$ cat src/hscp_defs.svh
// Purpose: Constants for the host serial command parser.
// Assumes: Byte-wide receive stream, one byte per strobe.
// Notes: Offsets and counts are used by the parser and the acknowledge sender.
`ifndef HSCP_DEFS_SVH
`define HSCP_DEFS_SVH
`define HSCP_MAX_BIN_LEN 5'h16
`define HSCP_MIN_LEN 5'h02
`define HSCP_MAX_ASC_CHARS 6'h30
`define HSCP_CHAR_CR 8'h0D
`define HSCP_CHAR_LF 8'h0A
`define HSCP_ACK_LEN_BYTE 8'h02
`define HSCP_ACK_CODE_BYTE 8'h01
`define HSCP_CMD_RESET 8'h00
`define HSCP_CMD_CONFIG 8'h01
`define HSCP_CMD_LAST_STD 8'h0F
`define HSCP_CMD_FETCH 8'h40
`define HSCP_PROP_REPLY_ANYTIME 8'h09
`define HSCP_REPLY_DEFAULT 1'b1
`endif

$ cat src/hscp_pkg.sv
// Purpose: Types shared by the host serial command parser.
// Assumes: Nothing beyond the constants header.
// Notes: State codes are written out so traces read the same everywhere.
package hscp_pkg;
  // Parser sequencing states.
  typedef enum logic [3:0] {
    HSCP_IDLE = 4'h0,
    HSCP_BIN = 4'h1,
    HSCP_ASC_HI = 4'h2,
    HSCP_ASC_LO = 4'h3,
    HSCP_ASC_CR = 4'h4,
    HSCP_ASC_LF = 4'h5,
    HSCP_DISPATCH = 4'h6,
    HSCP_WAIT = 4'h7,
    HSCP_ACK = 4'h8,
    HSCP_RESET = 4'h9
  } hscp_state_t;
endpackage

$ cat src/hscp_hex_digit.sv
// Purpose: Turns one ASCII character into a hex nibble.
// Assumes: Purely combinational use inside the parser.
// Notes: Both letter cases are accepted.
`timescale 1ns/100ps
module hscp_hex_digit (
  // Character in.
  input wire logic [7:0] char_i,
  // Decoded nibble out.
  output logic [3:0] nibble_o,
  output logic is_hex_o
);
  // Map digits and both letter cases; anything else is flagged as not hex.
  always_comb begin
    nibble_o = 4'h0;
    is_hex_o = 1'b0;
    if (char_i >= 8'h30 && char_i <= 8'h39) begin
      nibble_o = char_i[3:0];
      is_hex_o = 1'b1;
    end else if ((char_i >= 8'h41 && char_i <= 8'h46) ||
                 (char_i >= 8'h61 && char_i <= 8'h66)) begin
      nibble_o = char_i[3:0] + 4'h9;
      is_hex_o = 1'b1;
    end
  end
endmodule

$ cat src/hscp_ack_tx.sv
// Purpose: Sends the two-byte acknowledge reply on the transmit stream.
// Assumes: Transmit side uses a valid and ready handshake.
// Notes: A start while busy is ignored; the parser never does that.
`timescale 1ns/100ps
`include "hscp_defs.svh"
module hscp_ack_tx (
  // Clock and reset.
  input wire logic core_clk_i,
  input wire logic reset_i,
  // Control from the parser.
  input wire logic start_i,
  output logic done_o,
  // Transmit stream.
  input wire logic tx_ready_i,
  output logic [7:0] tx_data_o,
  output logic tx_valid_o
);
  logic second; // High while the code byte is being offered.
  logic next_second;
  logic next_done;
  logic [7:0] next_data;
  logic next_valid;

  // Step through length byte then code byte, one per accepted handshake.
  always_comb begin
    next_second = second;
    next_done = 1'b0;
    next_data = tx_data_o;
    next_valid = tx_valid_o;
    if (!tx_valid_o) begin
      if (start_i) begin
        next_valid = 1'b1;
        next_data = `HSCP_ACK_LEN_BYTE;
        next_second = 1'b0;
      end
    end else if (tx_ready_i) begin
      if (!second) begin
        next_data = `HSCP_ACK_CODE_BYTE;
        next_second = 1'b1;
      end else begin
        next_valid = 1'b0;
        next_second = 1'b0;
        next_done = 1'b1;
      end
    end
  end

  // Register the sender state.
  always_ff @(posedge core_clk_i) begin
    if (reset_i) begin
      second <= 1'b0;
      done_o <= 1'b0;
      tx_data_o <= 8'h00;
      tx_valid_o <= 1'b0;
    end else begin
      second <= next_second;
      done_o <= next_done;
      tx_data_o <= next_data;
      tx_valid_o <= next_valid;
    end
  end
endmodule

$ cat src/hscp_parser.sv
// Purpose: Frames, checks and dispatches host serial commands.
// Assumes: One received byte per rx_valid_i pulse; handler obeys the handshake.
// Notes: Command payloads are read back by the handler over rd_addr_i.
`timescale 1ns/100ps
`include "hscp_defs.svh"
module hscp_parser
  import hscp_pkg::*;
(
  // Clock and reset.
  input wire logic core_clk_i,
  input wire logic reset_i,
  // Receive stream from the UART.
  input wire logic [7:0] rx_byte_i,
  input wire logic rx_valid_i,
  // Command handler side.
  input wire logic handler_done_i,
  input wire logic handler_replied_i,
  input wire logic [4:0] rd_addr_i,
  output logic cmd_valid_o,
  output logic [7:0] cmd_code_o,
  output logic [4:0] cmd_len_o,
  output logic [7:0] rd_data_o,
  output logic reply_anytime_o,
  output logic soft_reset_o,
  // Flow control and reply stream.
  output logic rts_o,
  input wire logic tx_ready_i,
  output logic [7:0] tx_data_o,
  output logic tx_valid_o
);
  hscp_state_t state; // Current parser state.
  hscp_state_t next_state;
  logic [7:0] msg_mem [0:21]; // Decoded message bytes.
  logic [4:0] byte_cnt; // Decoded bytes so far.
  logic [4:0] next_byte_cnt;
  logic [5:0] char_cnt; // ASCII characters so far.
  logic [5:0] next_char_cnt;
  logic [4:0] msg_len; // Length byte of the message.
  logic [4:0] next_msg_len;
  logic [3:0] hi_nib; // Upper digit waiting for its partner.
  logic [3:0] next_hi_nib;
  logic pending_ack; // Acknowledge held back for a fetch.
  logic next_pending_ack;
  logic next_reply_anytime;
  logic next_cmd_valid;
  logic [7:0] next_cmd_code;
  logic [4:0] next_cmd_len;
  logic next_soft_reset;
  logic next_rts;
  logic ack_start; // One-cycle kick to the acknowledge sender.
  logic next_ack_start;
  logic ack_done; // Sender finished both bytes.
  logic wr_en; // Store one decoded byte.
  logic [7:0] wr_data;
  logic [3:0] rx_nib; // Received character as a nibble.
  logic rx_hex; // Received character is a hex digit.
  logic [7:0] asc_byte; // Byte assembled from two digits.

  // Codes handed to the outside handler; reset, fetch and unknown codes are not.
  function automatic logic is_handler_code(input logic [7:0] code);
    is_handler_code = (code != `HSCP_CMD_RESET) && (code <= `HSCP_CMD_LAST_STD);
  endfunction

  // A length byte is usable when it covers at least length and code bytes and at most 22 bytes.
  function automatic logic len_ok(input logic [7:0] len);
    len_ok = (len >= {3'h0, `HSCP_MIN_LEN}) && (len <= {3'h0, `HSCP_MAX_BIN_LEN});
  endfunction

  // RTS covers every state in which a command is owned by the device.
  function automatic logic is_busy(input hscp_state_t st);
    is_busy = (st == HSCP_DISPATCH) || (st == HSCP_WAIT) ||
              (st == HSCP_ACK) || (st == HSCP_RESET);
  endfunction

  hscp_hex_digit u_hex (
    .char_i(rx_byte_i),
    .nibble_o(rx_nib),
    .is_hex_o(rx_hex)
  );

  hscp_ack_tx u_ack (
    .core_clk_i(core_clk_i),
    .reset_i(reset_i),
    .start_i(ack_start),
    .done_o(ack_done),
    .tx_ready_i(tx_ready_i),
    .tx_data_o(tx_data_o),
    .tx_valid_o(tx_valid_o)
  );

  assign asc_byte = {hi_nib, rx_nib};

  // Next-state logic for framing, dispatch and reply decisions.
  always_comb begin
    next_state = state;
    next_byte_cnt = byte_cnt;
    next_char_cnt = char_cnt;
    next_msg_len = msg_len;
    next_hi_nib = hi_nib;
    next_pending_ack = pending_ack;
    next_reply_anytime = reply_anytime_o;
    next_cmd_valid = 1'b0;
    next_cmd_code = cmd_code_o;
    next_cmd_len = cmd_len_o;
    next_soft_reset = 1'b0;
    next_ack_start = 1'b0;
    wr_en = 1'b0;
    wr_data = rx_byte_i;
    case (state)
      HSCP_IDLE: begin
        // The first byte alone decides binary or ASCII; hex characters
        // never fall in the legal binary length range.
        if (rx_valid_i) begin
          next_byte_cnt = 5'h00;
          next_char_cnt = 6'h00;
          if (rx_byte_i == 8'h00) begin
            next_state = HSCP_RESET;
          end else if (len_ok(rx_byte_i)) begin
            wr_en = 1'b1;
            next_msg_len = rx_byte_i[4:0];
            next_byte_cnt = 5'h01;
            next_state = HSCP_BIN;
          end else if (rx_hex) begin
            next_hi_nib = rx_nib;
            next_char_cnt = 6'h01;
            next_state = HSCP_ASC_LO;
          end
        end
      end
      HSCP_BIN: begin
        // Collect until the count reaches the length byte.
        if (rx_valid_i) begin
          wr_en = 1'b1;
          next_byte_cnt = byte_cnt + 5'h01;
          if (next_byte_cnt == msg_len) begin
            next_state = HSCP_DISPATCH;
          end
        end
      end
      HSCP_ASC_HI: begin
        // Upper digit; anything else or an overlong line drops the message.
        if (rx_valid_i) begin
          next_char_cnt = char_cnt + 6'h01;
          if (!rx_hex || char_cnt >= `HSCP_MAX_ASC_CHARS) begin
            next_state = HSCP_IDLE;
          end else begin
            next_hi_nib = rx_nib;
            next_state = HSCP_ASC_LO;
          end
        end
      end
      HSCP_ASC_LO: begin
        // Lower digit completes a byte.
        if (rx_valid_i) begin
          next_char_cnt = char_cnt + 6'h01;
          if (!rx_hex) begin
            next_state = HSCP_IDLE;
          end else if (byte_cnt == 5'h00 && asc_byte == 8'h00) begin
            next_state = HSCP_RESET;
          end else if (byte_cnt == 5'h00 && !len_ok(asc_byte)) begin
            next_state = HSCP_IDLE;
          end else begin
            wr_en = 1'b1;
            wr_data = asc_byte;
            if (byte_cnt == 5'h00) begin
              next_msg_len = asc_byte[4:0];
            end
            next_byte_cnt = byte_cnt + 5'h01;
            next_state = (next_byte_cnt == next_msg_len) ? HSCP_ASC_CR : HSCP_ASC_HI;
          end
        end
      end
      HSCP_ASC_CR: begin
        if (rx_valid_i) begin
          next_state = (rx_byte_i == `HSCP_CHAR_CR) ? HSCP_ASC_LF : HSCP_IDLE;
        end
      end
      HSCP_ASC_LF: begin
        if (rx_valid_i) begin
          next_state = (rx_byte_i == `HSCP_CHAR_LF) ? HSCP_DISPATCH : HSCP_IDLE;
        end
      end
      HSCP_DISPATCH: begin
        // Route the command code; the handler sees only its own codes.
        next_cmd_code = msg_mem[1];
        next_cmd_len = msg_len;
        if (msg_mem[1] == `HSCP_CMD_RESET) begin
          next_state = HSCP_RESET;
        end else if (msg_mem[1] == `HSCP_CMD_FETCH) begin
          // Fetch releases a held acknowledge, if any.
          next_pending_ack = 1'b0;
          next_ack_start = pending_ack;
          next_state = pending_ack ? HSCP_ACK : HSCP_IDLE;
        end else if (is_handler_code(msg_mem[1])) begin
          next_cmd_valid = 1'b1;
          if (msg_mem[1] == `HSCP_CMD_CONFIG && msg_len >= 5'h04 &&
              msg_mem[2] == `HSCP_PROP_REPLY_ANYTIME) begin
            next_reply_anytime = (msg_mem[3] != 8'h00);
          end
          next_state = HSCP_WAIT;
        end else begin
          // Unknown code: nobody else answers, so only the acknowledge can.
          next_ack_start = reply_anytime_o;
          next_pending_ack = !reply_anytime_o;
          next_state = reply_anytime_o ? HSCP_ACK : HSCP_IDLE;
        end
      end
      HSCP_WAIT: begin
        // Bytes arriving now are dropped; framing restarts afterwards.
        if (handler_done_i) begin
          if (handler_replied_i) begin
            next_state = HSCP_IDLE;
          end else if (reply_anytime_o) begin
            next_ack_start = 1'b1;
            next_state = HSCP_ACK;
          end else begin
            next_pending_ack = 1'b1;
            next_state = HSCP_IDLE;
          end
        end
      end
      HSCP_ACK: begin
        if (ack_done) begin
          next_state = HSCP_IDLE;
        end
      end
      HSCP_RESET: begin
        // Full reset: pulse out and restore every setting to its default.
        next_soft_reset = 1'b1;
        next_pending_ack = 1'b0;
        next_reply_anytime = `HSCP_REPLY_DEFAULT;
        next_state = HSCP_IDLE;
      end
      default: begin
        next_state = HSCP_IDLE;
      end
    endcase
    next_rts = is_busy(next_state);
  end

  // Register parser state and registered outputs.
  always_ff @(posedge core_clk_i) begin
    if (reset_i) begin
      state <= HSCP_IDLE;
      byte_cnt <= 5'h00;
      char_cnt <= 6'h00;
      msg_len <= 5'h00;
      hi_nib <= 4'h0;
      pending_ack <= 1'b0;
      reply_anytime_o <= `HSCP_REPLY_DEFAULT;
      cmd_valid_o <= 1'b0;
      cmd_code_o <= 8'h00;
      cmd_len_o <= 5'h00;
      soft_reset_o <= 1'b0;
      rts_o <= 1'b0;
      ack_start <= 1'b0;
    end else begin
      state <= next_state;
      byte_cnt <= next_byte_cnt;
      char_cnt <= next_char_cnt;
      msg_len <= next_msg_len;
      hi_nib <= next_hi_nib;
      pending_ack <= next_pending_ack;
      reply_anytime_o <= next_reply_anytime;
      cmd_valid_o <= next_cmd_valid;
      cmd_code_o <= next_cmd_code;
      cmd_len_o <= next_cmd_len;
      soft_reset_o <= next_soft_reset;
      rts_o <= next_rts;
      ack_start <= next_ack_start;
    end
  end

  // Message store and handler read port; contents need no reset.
  always_ff @(posedge core_clk_i) begin
    if (wr_en) begin
      msg_mem[byte_cnt] <= wr_data;
    end
    rd_data_o <= (rd_addr_i <= 5'h15) ? msg_mem[rd_addr_i] : 8'h00;
  end
endmodule

$ cat config.mk
export PLATFORM = sky130hd
export DESIGN_NAME = hscp_parser
export DESIGN_NICKNAME = d
export VERILOG_FILES = /design/src/hscp_pkg.sv /design/src/hscp_hex_digit.sv /design/src/hscp_ack_tx.sv /design/src/hscp_parser.sv
export VERILOG_INCLUDE_DIRS = /design/src /design/src/src
export SDC_FILE = /design/constraint.sdc
export NUM_CORES = 1
export LEC_CHECK = 0
export BUFFER_PORTS_ARGS = -buffer_cell sky130_fd_sc_hd__buf_2
export CORE_UTILIZATION = 30
export CTS_CLUSTER_SIZE = 10
export DETAILED_ROUTE_END_ITERATION = 16
export PLACE_DENSITY = 0.47
export SLEW_MARGIN = 20
export SYNTH_ARGS = -nofsm -noshare
export SYNTH_HDL_FRONTEND = slang
export SYNTH_SLANG_ARGS = --single-unit
$ cat constraint.sdc
create_clock -name core_clk_i -period 11 [get_ports core_clk_i]
set_clock_uncertainty 0.1 [all_clocks]
set_input_delay 2.2 -clock core_clk_i [delete_from_list [all_inputs] [get_ports core_clk_i]]
set_output_delay 2.2 -clock core_clk_i [all_outputs]
set_load 0.005 [all_outputs]
# After elaboration in Yosys (flattened, before gate mapping)
# Memory sizes are Yosys's and may differ from the RTL's. A register that Yosys moved wholly into a read port is not among the register bits.
# Cells that the tools add are included.
op_classes:
  addsub: 3
  n_lt_le_gt_ge: 14
  eq_ne: 43
  muxes: 115
  bitwise_logic: 3
  reduce_logical: 44
ops:
  columns: ["op", "n"]
  rows:
  - ["4-bit 2-to-1 mux", 28]
  - ["5-bit 2-to-1 mux", 19]
  - ["8-bit 2-to-1 mux", 9]
  - ["1-bit 2-to-1 mux", 43]
  - ["2-bit inequality test (second input constant)", 21]
  - ["4-bit case mux with 9 select lines", 1]
  - ["4-bit by 3-bit equality test with 1-bit output (second input constant)", 6]
  - ["8-bit by 4-bit equality test with 1-bit output (second input constant)", 3]
  - ["8-bit logical NOT", 3]
  - ["4-bit equality test (second input constant)", 4]
  - ["8-bit by 2-bit >= comparator with 1-bit output (second input constant)", 2]
  - ["8-bit by 7-bit >= comparator with 1-bit output (second input constant)", 2]
  - ["8-bit by 5-bit less-or-equal comparator with 1-bit output (second input constant)", 2]
  - ["8-bit by 7-bit less-or-equal comparator with 1-bit output (second input constant)", 2]
  - ["8-bit nonzero test", 2]
  - ["5-bit case mux with 3 select lines", 1]
  - ["7-bit AND reduction", 2]
  - ["3-bit 2-to-1 mux", 4]
  - ["6-bit 2-to-1 mux", 2]
  - ["6-bit case mux with 2 select lines", 1]
  - ["5-bit equality test", 2]
  - ["1-bit logical AND", 10]
  - ["5-bit case mux with 2 select lines", 1]
  - ["2-bit nonzero test", 5]
  - ["33 further kinds", 47]
totals:
  ff_bits: 54
  mem_bits_rw: 176
  in_bits: 19
  out_inout_bits: 34
  word_cells: 240
  memories: 1
memory_table:
  columns: ["name", "depth", "width", "rd", "rd_ports_with_merged_regs", "wr", "line_no", "source"]
  rows:
  - ["msg_mem", 22, 8, 4, 1, 1, "hscp_parser.sv:33", "logic [7:0] msg_mem [0:21];"]

# Logic depth before layout (Yosys ltp)
logic_depth:
  ltp_word: 25
  depth_mapped: 10
  ltp_nobuf: 10

# By module
# From an unflattened synthesis, not the netlist that was laid out.
hier_totals:
  hier_cells: 766
  hier_area_um2: 10241.1
by_module_without_submodules:
  columns: ["module", "n_inst", "cells_each", "area_per_inst_um2", "seq_area_each_um2"]
  rows:
  - ["hscp_parser", 1, 714, 9799.4, 6306.0]
  - ["hscp_ack_tx", 1, 27, 237.7, 100.1]
  - ["hscp_hex_digit", 1, 25, 203.9, 0.0]

# Least setup slack after synthesis
# Ideal clock, no wire load.
synth_timing:
  path_kind: "input port to flip-flop"
  startpoint: "input port rx_byte_i[0]"
  endpoint: "memory msg_mem[0][0], data pin"
  t_arrival_ns: 5.139
  t_required_ns: 10.523
  setup_slack_ns: 5.384
  cell_stages: 9
  path_buffers: 0
  cell_sequence: "inv_1 -> ha_1 -> or3b_1 -> nand4_1 -> a31oi_4 -> or4_4 -> a32oi_2 -> nor2_1 -> o21ai_0"
synth_between:
  elab_chain_cells: 14
  word_cells_on_any_way: 27
  cone_classes: "add/sub: 1; order compare: 8; mux: 9; reduce/logical: 9"
synth_lines:
  columns: ["item", "line_no", "source"]
  rows:
  - ["start: declaration", "hscp_parser.sv:13", "input wire logic [7:0] rx_byte_i,"]
  - ["8-bit by 7-bit >= comparator with 1-bit output, or another cell as far along", "hscp_hex_digit.sv:19", "end else if ((char_i >= 8'h41 && char_i <= 8'h46) ||"]
  - ["1-bit logical AND (on tied branches)", "hscp_hex_digit.sv:19, hscp_hex_digit.sv:20", null]
  - ["1-bit logical OR", "hscp_hex_digit.sv:19", null]
  - ["4-bit 2-to-1 mux", "hscp_hex_digit.sv:19", null]
  - ["4-bit 2-to-1 mux", "hscp_hex_digit.sv:16", "if (char_i >= 8'h30 && char_i <= 8'h39) begin"]
  - ["8-bit by 2-bit >= comparator with 1-bit output / 8-bit by 5-bit less-or-equal comparator with 1-bit output (equally long branches)", "hscp_parser.sv:66", "len_ok = (len >= {3'h0, `HSCP_MIN_LEN}) && (len <= {3'h0, `HSCP_MAX_BIN_LEN});"]
  - ["1-bit logical AND", "hscp_parser.sv:66", null]
  - ["1-bit logical NOT", "hscp_parser.sv:160", "end else if (byte_cnt == 5'h00 && !len_ok(asc_byte)) begin"]
  - ["1-bit logical AND", "hscp_parser.sv:160", null]
  - ["8-bit 2-to-1 mux", "hscp_parser.sv:160", null]
  - ["8-bit 2-to-1 mux", "hscp_parser.sv:158", "end else if (byte_cnt == 5'h00 && asc_byte == 8'h00) begin"]
  - ["8-bit 2-to-1 mux", "hscp_parser.sv:156", "if (!rx_hex) begin"]
  - ["8-bit 2-to-1 mux", "hscp_parser.sv:154", "if (rx_valid_i) begin"]
  - ["8-bit 2-to-1 mux (*)", "hscp_parser.sv:109", "case (state)"]
  - ["net wr_data[0]", "hscp_parser.sv:54", "logic [7:0] wr_data;"]
  - ["end: declaration", "hscp_parser.sv:33", null]
# Mark *: on every way through the listed nets, which the timed path passes. The rest lies on a longest branch.

# Final worst setup path
layout_timing:
  startpoint: "input port rx_byte_i[1]"
  endpoint: "memory msg_mem[3][2], data pin"
layout_between:
  elab_chain_cells: 14
  word_cells_on_any_way: 27
  cone_classes: "add/sub: 1; order compare: 8; mux: 9; reduce/logical: 9"
layout_lines:
  columns: ["item", "line_no"]
  rows:
  - ["8-bit by 7-bit >= comparator with 1-bit output, or another cell as far along", "hscp_hex_digit.sv:19"]
  - ["1-bit logical AND (on tied branches)", "hscp_hex_digit.sv:19, hscp_hex_digit.sv:20"]
  - ["1-bit logical OR", "hscp_hex_digit.sv:19"]
  - ["4-bit 2-to-1 mux", "hscp_hex_digit.sv:19"]
  - ["4-bit 2-to-1 mux", "hscp_hex_digit.sv:16"]
  - ["8-bit by 2-bit >= comparator with 1-bit output / 8-bit by 5-bit less-or-equal comparator with 1-bit output (equally long branches)", "hscp_parser.sv:66"]
  - ["1-bit logical AND", "hscp_parser.sv:66"]
  - ["1-bit logical NOT", "hscp_parser.sv:160"]
  - ["1-bit logical AND", "hscp_parser.sv:160"]
  - ["8-bit 2-to-1 mux", "hscp_parser.sv:160"]
  - ["8-bit 2-to-1 mux", "hscp_parser.sv:158"]
  - ["8-bit 2-to-1 mux (*)", "hscp_parser.sv:156"]
  - ["8-bit 2-to-1 mux (*)", "hscp_parser.sv:154"]
  - ["8-bit 2-to-1 mux (*)", "hscp_parser.sv:109"]
  - ["net wr_data[2]", "hscp_parser.sv:54"]
# Marks and branches as above.

==> results.sh <==
export IMPL_status="finished clean"
export IMPL_routed_wl_um=27400
export IMPL_cpMaxStageDelayCell="xnor2_2"
export IMPL_power_switching_mw=0.449
export IMPL_synth_seq_cells=232
export IMPL_synthFlopType="edfxtp_1"
export IMPL_vdd_ir_drop_max_uv=120
export IMPL_yosysTopAreaCell="edfxtp_1"
export IMPL_clkSlewWorstSetupHoldPaths_ns=0.05
export IMPL_crit_required_ns=11.08
export IMPL_cts_hold_buffers=0
export IMPL_arrival_ns=5.64
export IMPL_fmax_ghz=0.180
export IMPL_synth_cell_types=78
export IMPL_cp_start_kind="input port"
export IMPL_antenna_left=0
export IMPL_grt_pass1_vias=6595
export IMPL_post_cts_buffers=0
export IMPL_synth_warnings=0
export IMPL_hpwlAfterDp_um=18200
export IMPL_synth_simple_gate_area_share_pct=11.8
export IMPL_clk_path_buf_depth=3
export IMPL_die_x_um=187
export IMPL_htree_levels=1
export IMPL_p_leak_nw=4.01
export IMPL_synthXorXnorAreaFrac_pct=1.03
export IMPL_cpLargestDelayFamily="simple AND/OR/NAND/NOR gates"
export IMPL_finish_utilization_pct=35.2
export IMPL_critPathBufInv=2
export IMPL_clkPwrFrac_pct=44.6
export IMPL_clock_latency_ns=0.55
export IMPL_ys_top_cells_by_area="edfxtp_1 (52%), dfxtp_1 (11%), mux4_2 (5.7%), mux2i_1 (4.8%), nand2_1 (2.8%)"
export IMPL_reg2reg_from="state[1]"
export IMPL_fill_cells=3310
export IMPL_wl_per_cell_um=21.0
export IMPL_r2r_slack_ns=6.90
export IMPL_antenna_found_initial=0
export IMPL_synthCells=789
export IMPL_cts_repair_resized=0
export IMPL_cp_end_kind="register"
export IMPL_post_route_period_util_pct=50.5
export IMPL_hold_viol=0
export IMPL_grt_use_met3_pct=2.11
export IMPL_areaGrowthSynthToFinish_pct=15.3
export IMPL_grt_ovfl_total=0
export IMPL_maxSlewViolCount=0
export IMPL_min_delay_start="cmd_code_o[2]"
export IMPL_drt_iter0_drc=588
export IMPL_mappedNetlistArea_um2=10200
export IMPL_synth_mux_area_fraction_pct=10.9
export IMPL_num_rows=67
export IMPL_vias_per_cell=5.09
export IMPL_synth_compound_area_share_pct=10.1
export IMPL_cts_tree="yes"
export IMPL_layout_min_cycle_time_ns=5.56
export IMPL_diodes=0
export IMPL_critPathKind="in -> reg"
export IMPL_netSwitchingFraction_pct=22.8
export IMPL_start_util_pct=30.5
export IMPL_synth_enable_flop_cells=176
export IMPL_power_frac_seq_pct=48.5
export IMPL_cap_violations=0
export IMPL_synthAdderAreaFrac_pct=1.10
export IMPL_place_gp_congestion=0.822
export IMPL_drc=0
export IMPL_grt_use_met2_pct=25.7
export IMPL_crit_path_max_fanout=22
export IMPL_cts_sinks=232
export IMPL_nNetsFinal=862
export IMPL_max_stage_delay_ns=0.87
export IMPL_met1_usage_pct=21.8
export IMPL_tns_ns=0
export IMPL_synth_top_family_by_area="simple AND/OR/NAND/NOR gates"
export IMPL_numPortBuffers=46
export IMPL_grt_first_pass_wirelength_um=41900
export IMPL_cts_root_buf="clkbuf_16"
export IMPL_grt_max_degree=40
export IMPL_crit_path_cell_trace="buf_2 > inv_1 > ha_1 > or3b_1 > nand4_1 > a21oi_1 > a41oi_2 > a32oi_2 > nor2_1 > nand3_1 > xnor2_2"
export IMPL_fin_hold_ws_ns=0.354
export IMPL_vias=6638
export IMPL_coreArea_um2=33500
export IMPL_die_area_um2=34800
export IMPL_cp_depth=11
export IMPL_hold_path_depth=2
export IMPL_min_to="cmd_code_o[2]"
export IMPL_reg2reg_to="msg_mem[3][2]"
export IMPL_worstHoldPathType="reg -> reg"
export IMPL_io_pins=53
export IMPL_drive_above_1_share_pct=15.8
export IMPL_synth_top_area_share_pct=51.7
export IMPL_setup_viol=0
export IMPL_rsz0062_at_grt="false"
export IMPL_relSlewSlack_pct=27.1
export IMPL_synth_seq_area_share_pct=62.6
export IMPL_r2r_cells=6
export IMPL_cts_buffers=28
export IMPL_die_y_um=187
export IMPL_worstMarginPinSlew_ns=1.09
export IMPL_intPower_mw=1.52
export IMPL_comb_power_share_pct=6.9
export IMPL_gr_max_usage_layer="met2"
export IMPL_synth_async_reset_ratio_pct=0
export IMPL_power_density_nw_per_um2=167
export IMPL_drtPass1Iterations=5
export IMPL_synth_area_per_cell_um2=13.0
export IMPL_grt_usage_pct=15.7
[cells in the final DEF (no fill, tap or decap), types with 7 or more instances in the layout]
cell type	netlist	layout
edfxtp_1	176	176
nand2_1	75	75
nor2_1	64	64
dfxtp_1	56	56
mux2i_1	49	49
a21oi_1	45	45
buf_2	3	45
clkbuf_16	0	29
mux4_2	26	26
o21ai_0	26	24
nand3_1	20	20
nor3_1	17	17
clkbuf_1	26	17
inv_1	16	16
o22ai_1	12	12
ha_1	9	9
nor2b_1	8	8
and3_1	8	8
o221ai_1	8	8
buf_4	6	8
nor4_1	7	7
[state kept, by name (all words and copies together), names as in the netlist]
signal,count
ack_start,1
byte_cnt,5
char_cnt,6
cmd_code_o,8
cmd_len_o,5
cmd_valid_o,1
hi_nib,4
msg_len,5
msg_mem,176
pending_ack,1
rd_data_o,8
reply_anytime_o,1
rts_o,1
soft_reset_o,1
state,4
u_ack.done_o,1
u_ack.second,1
u_ack.tx_data_o,2
u_ack.tx_valid_o,1
[kinds of logic (layout without fill, tap and decap cells)]
logic type      Yosys count  in the layout
fa+ha+maj                 9              9
compound gates          152            152
xor+xnor                 12             12
buf+inv                  60            121
flops                   232            232
simple gates            245            245
mux                      78             78
other cells               1              6
[power groups by stage]
stage	Sequential, mW	Combinational, mW	Clock, mW
after floorplan	0.971	0.0889	0
after global routing	0.954	0.148	0.933
final	0.954	0.136	0.878
after detailed placement	0.972	0.137	0
after global placement	0.972	0.137	0
after CTS	0.954	0.137	0.900
[synthesized netlist by cell type, drive strengths merged, types with 5 or more instances]
library cell and instances:
mux2i 49, xor2 6, nand2 75, xnor2 6
clkbuf 26, and3 8, o31ai 5, and2 5
edfxtp 176, nor4 7, ha 9, nand4 5
inv 16, dfxtp 56, nor2b 8, a21oi 46
buf 17, o22ai 13, mux4 26, o21ai 28
nor2 64, o221ai 8, nand3 20, nand3b 5
nor3 17
[metrics by stage]
stage,instance area (um2),setup WS [ns],power [mW],std cells
2_1_floorplan,10200,5.38,1.06,794
3_3_place_gp,10900,5.04,1.11,1252
3_5_place_dp,10900,4.89,1.11,1252
4_1_cts,11800,5.45,1.99,1303
5_1_grt,11800,5.17,2.04,1303
6_report,11800,5.44,1.97,1303
[final cells by class]
class | instances | area [um2] | share of cell area, %
Timing Repair Buffer | 53 | 285 | 2.42
Clock inverter | 3 | 51.3 | 0.435
Clock buffer | 48 | 817 | 6.93
Inverter | 17 | 63.8 | 0.541
Tap cell | 448 | 561 | 4.75
Sequential cell | 232 | 6410 | 54.3
Multi-Input combinational cell | 502 | 3610 | 30.6
[how the worst max path moves through the flow]
| stage | endpoint | slack (ns) | from |
|---|---|---|---|
| CTS | msg_mem[1][2] | 5.45 | rx_byte_i[1] |
| detailed placement | msg_mem[20][2] | 4.89 | rx_byte_i[1] |
| global route | msg_mem[6][2] | 5.17 | rx_byte_i[1] |
| finish | msg_mem[3][2] | 5.44 | rx_byte_i[1] |
| global placement | msg_mem[20][2] | 5.04 | rx_byte_i[1] |
| floorplan | msg_mem[0][0] | 5.38 | rx_byte_i[0] |
[layer usage]
layer  up-vias  share of wire [%]
met5         -                  0
met3        50                4.3
li1       3112                  -
met2       194                 48
met1      3282                 45
met4         0                2.7
[tightest hold or removal path: cells and delay by family, from the launching register on]
kind	cells	cell delay [ns]
AO/OA/AOI/OAI	1	0.05
flip-flops	1	0.30
AND/OR/NAND/NOR	1	0.05
No activity file was read; power rests on OpenSTA's default activity.
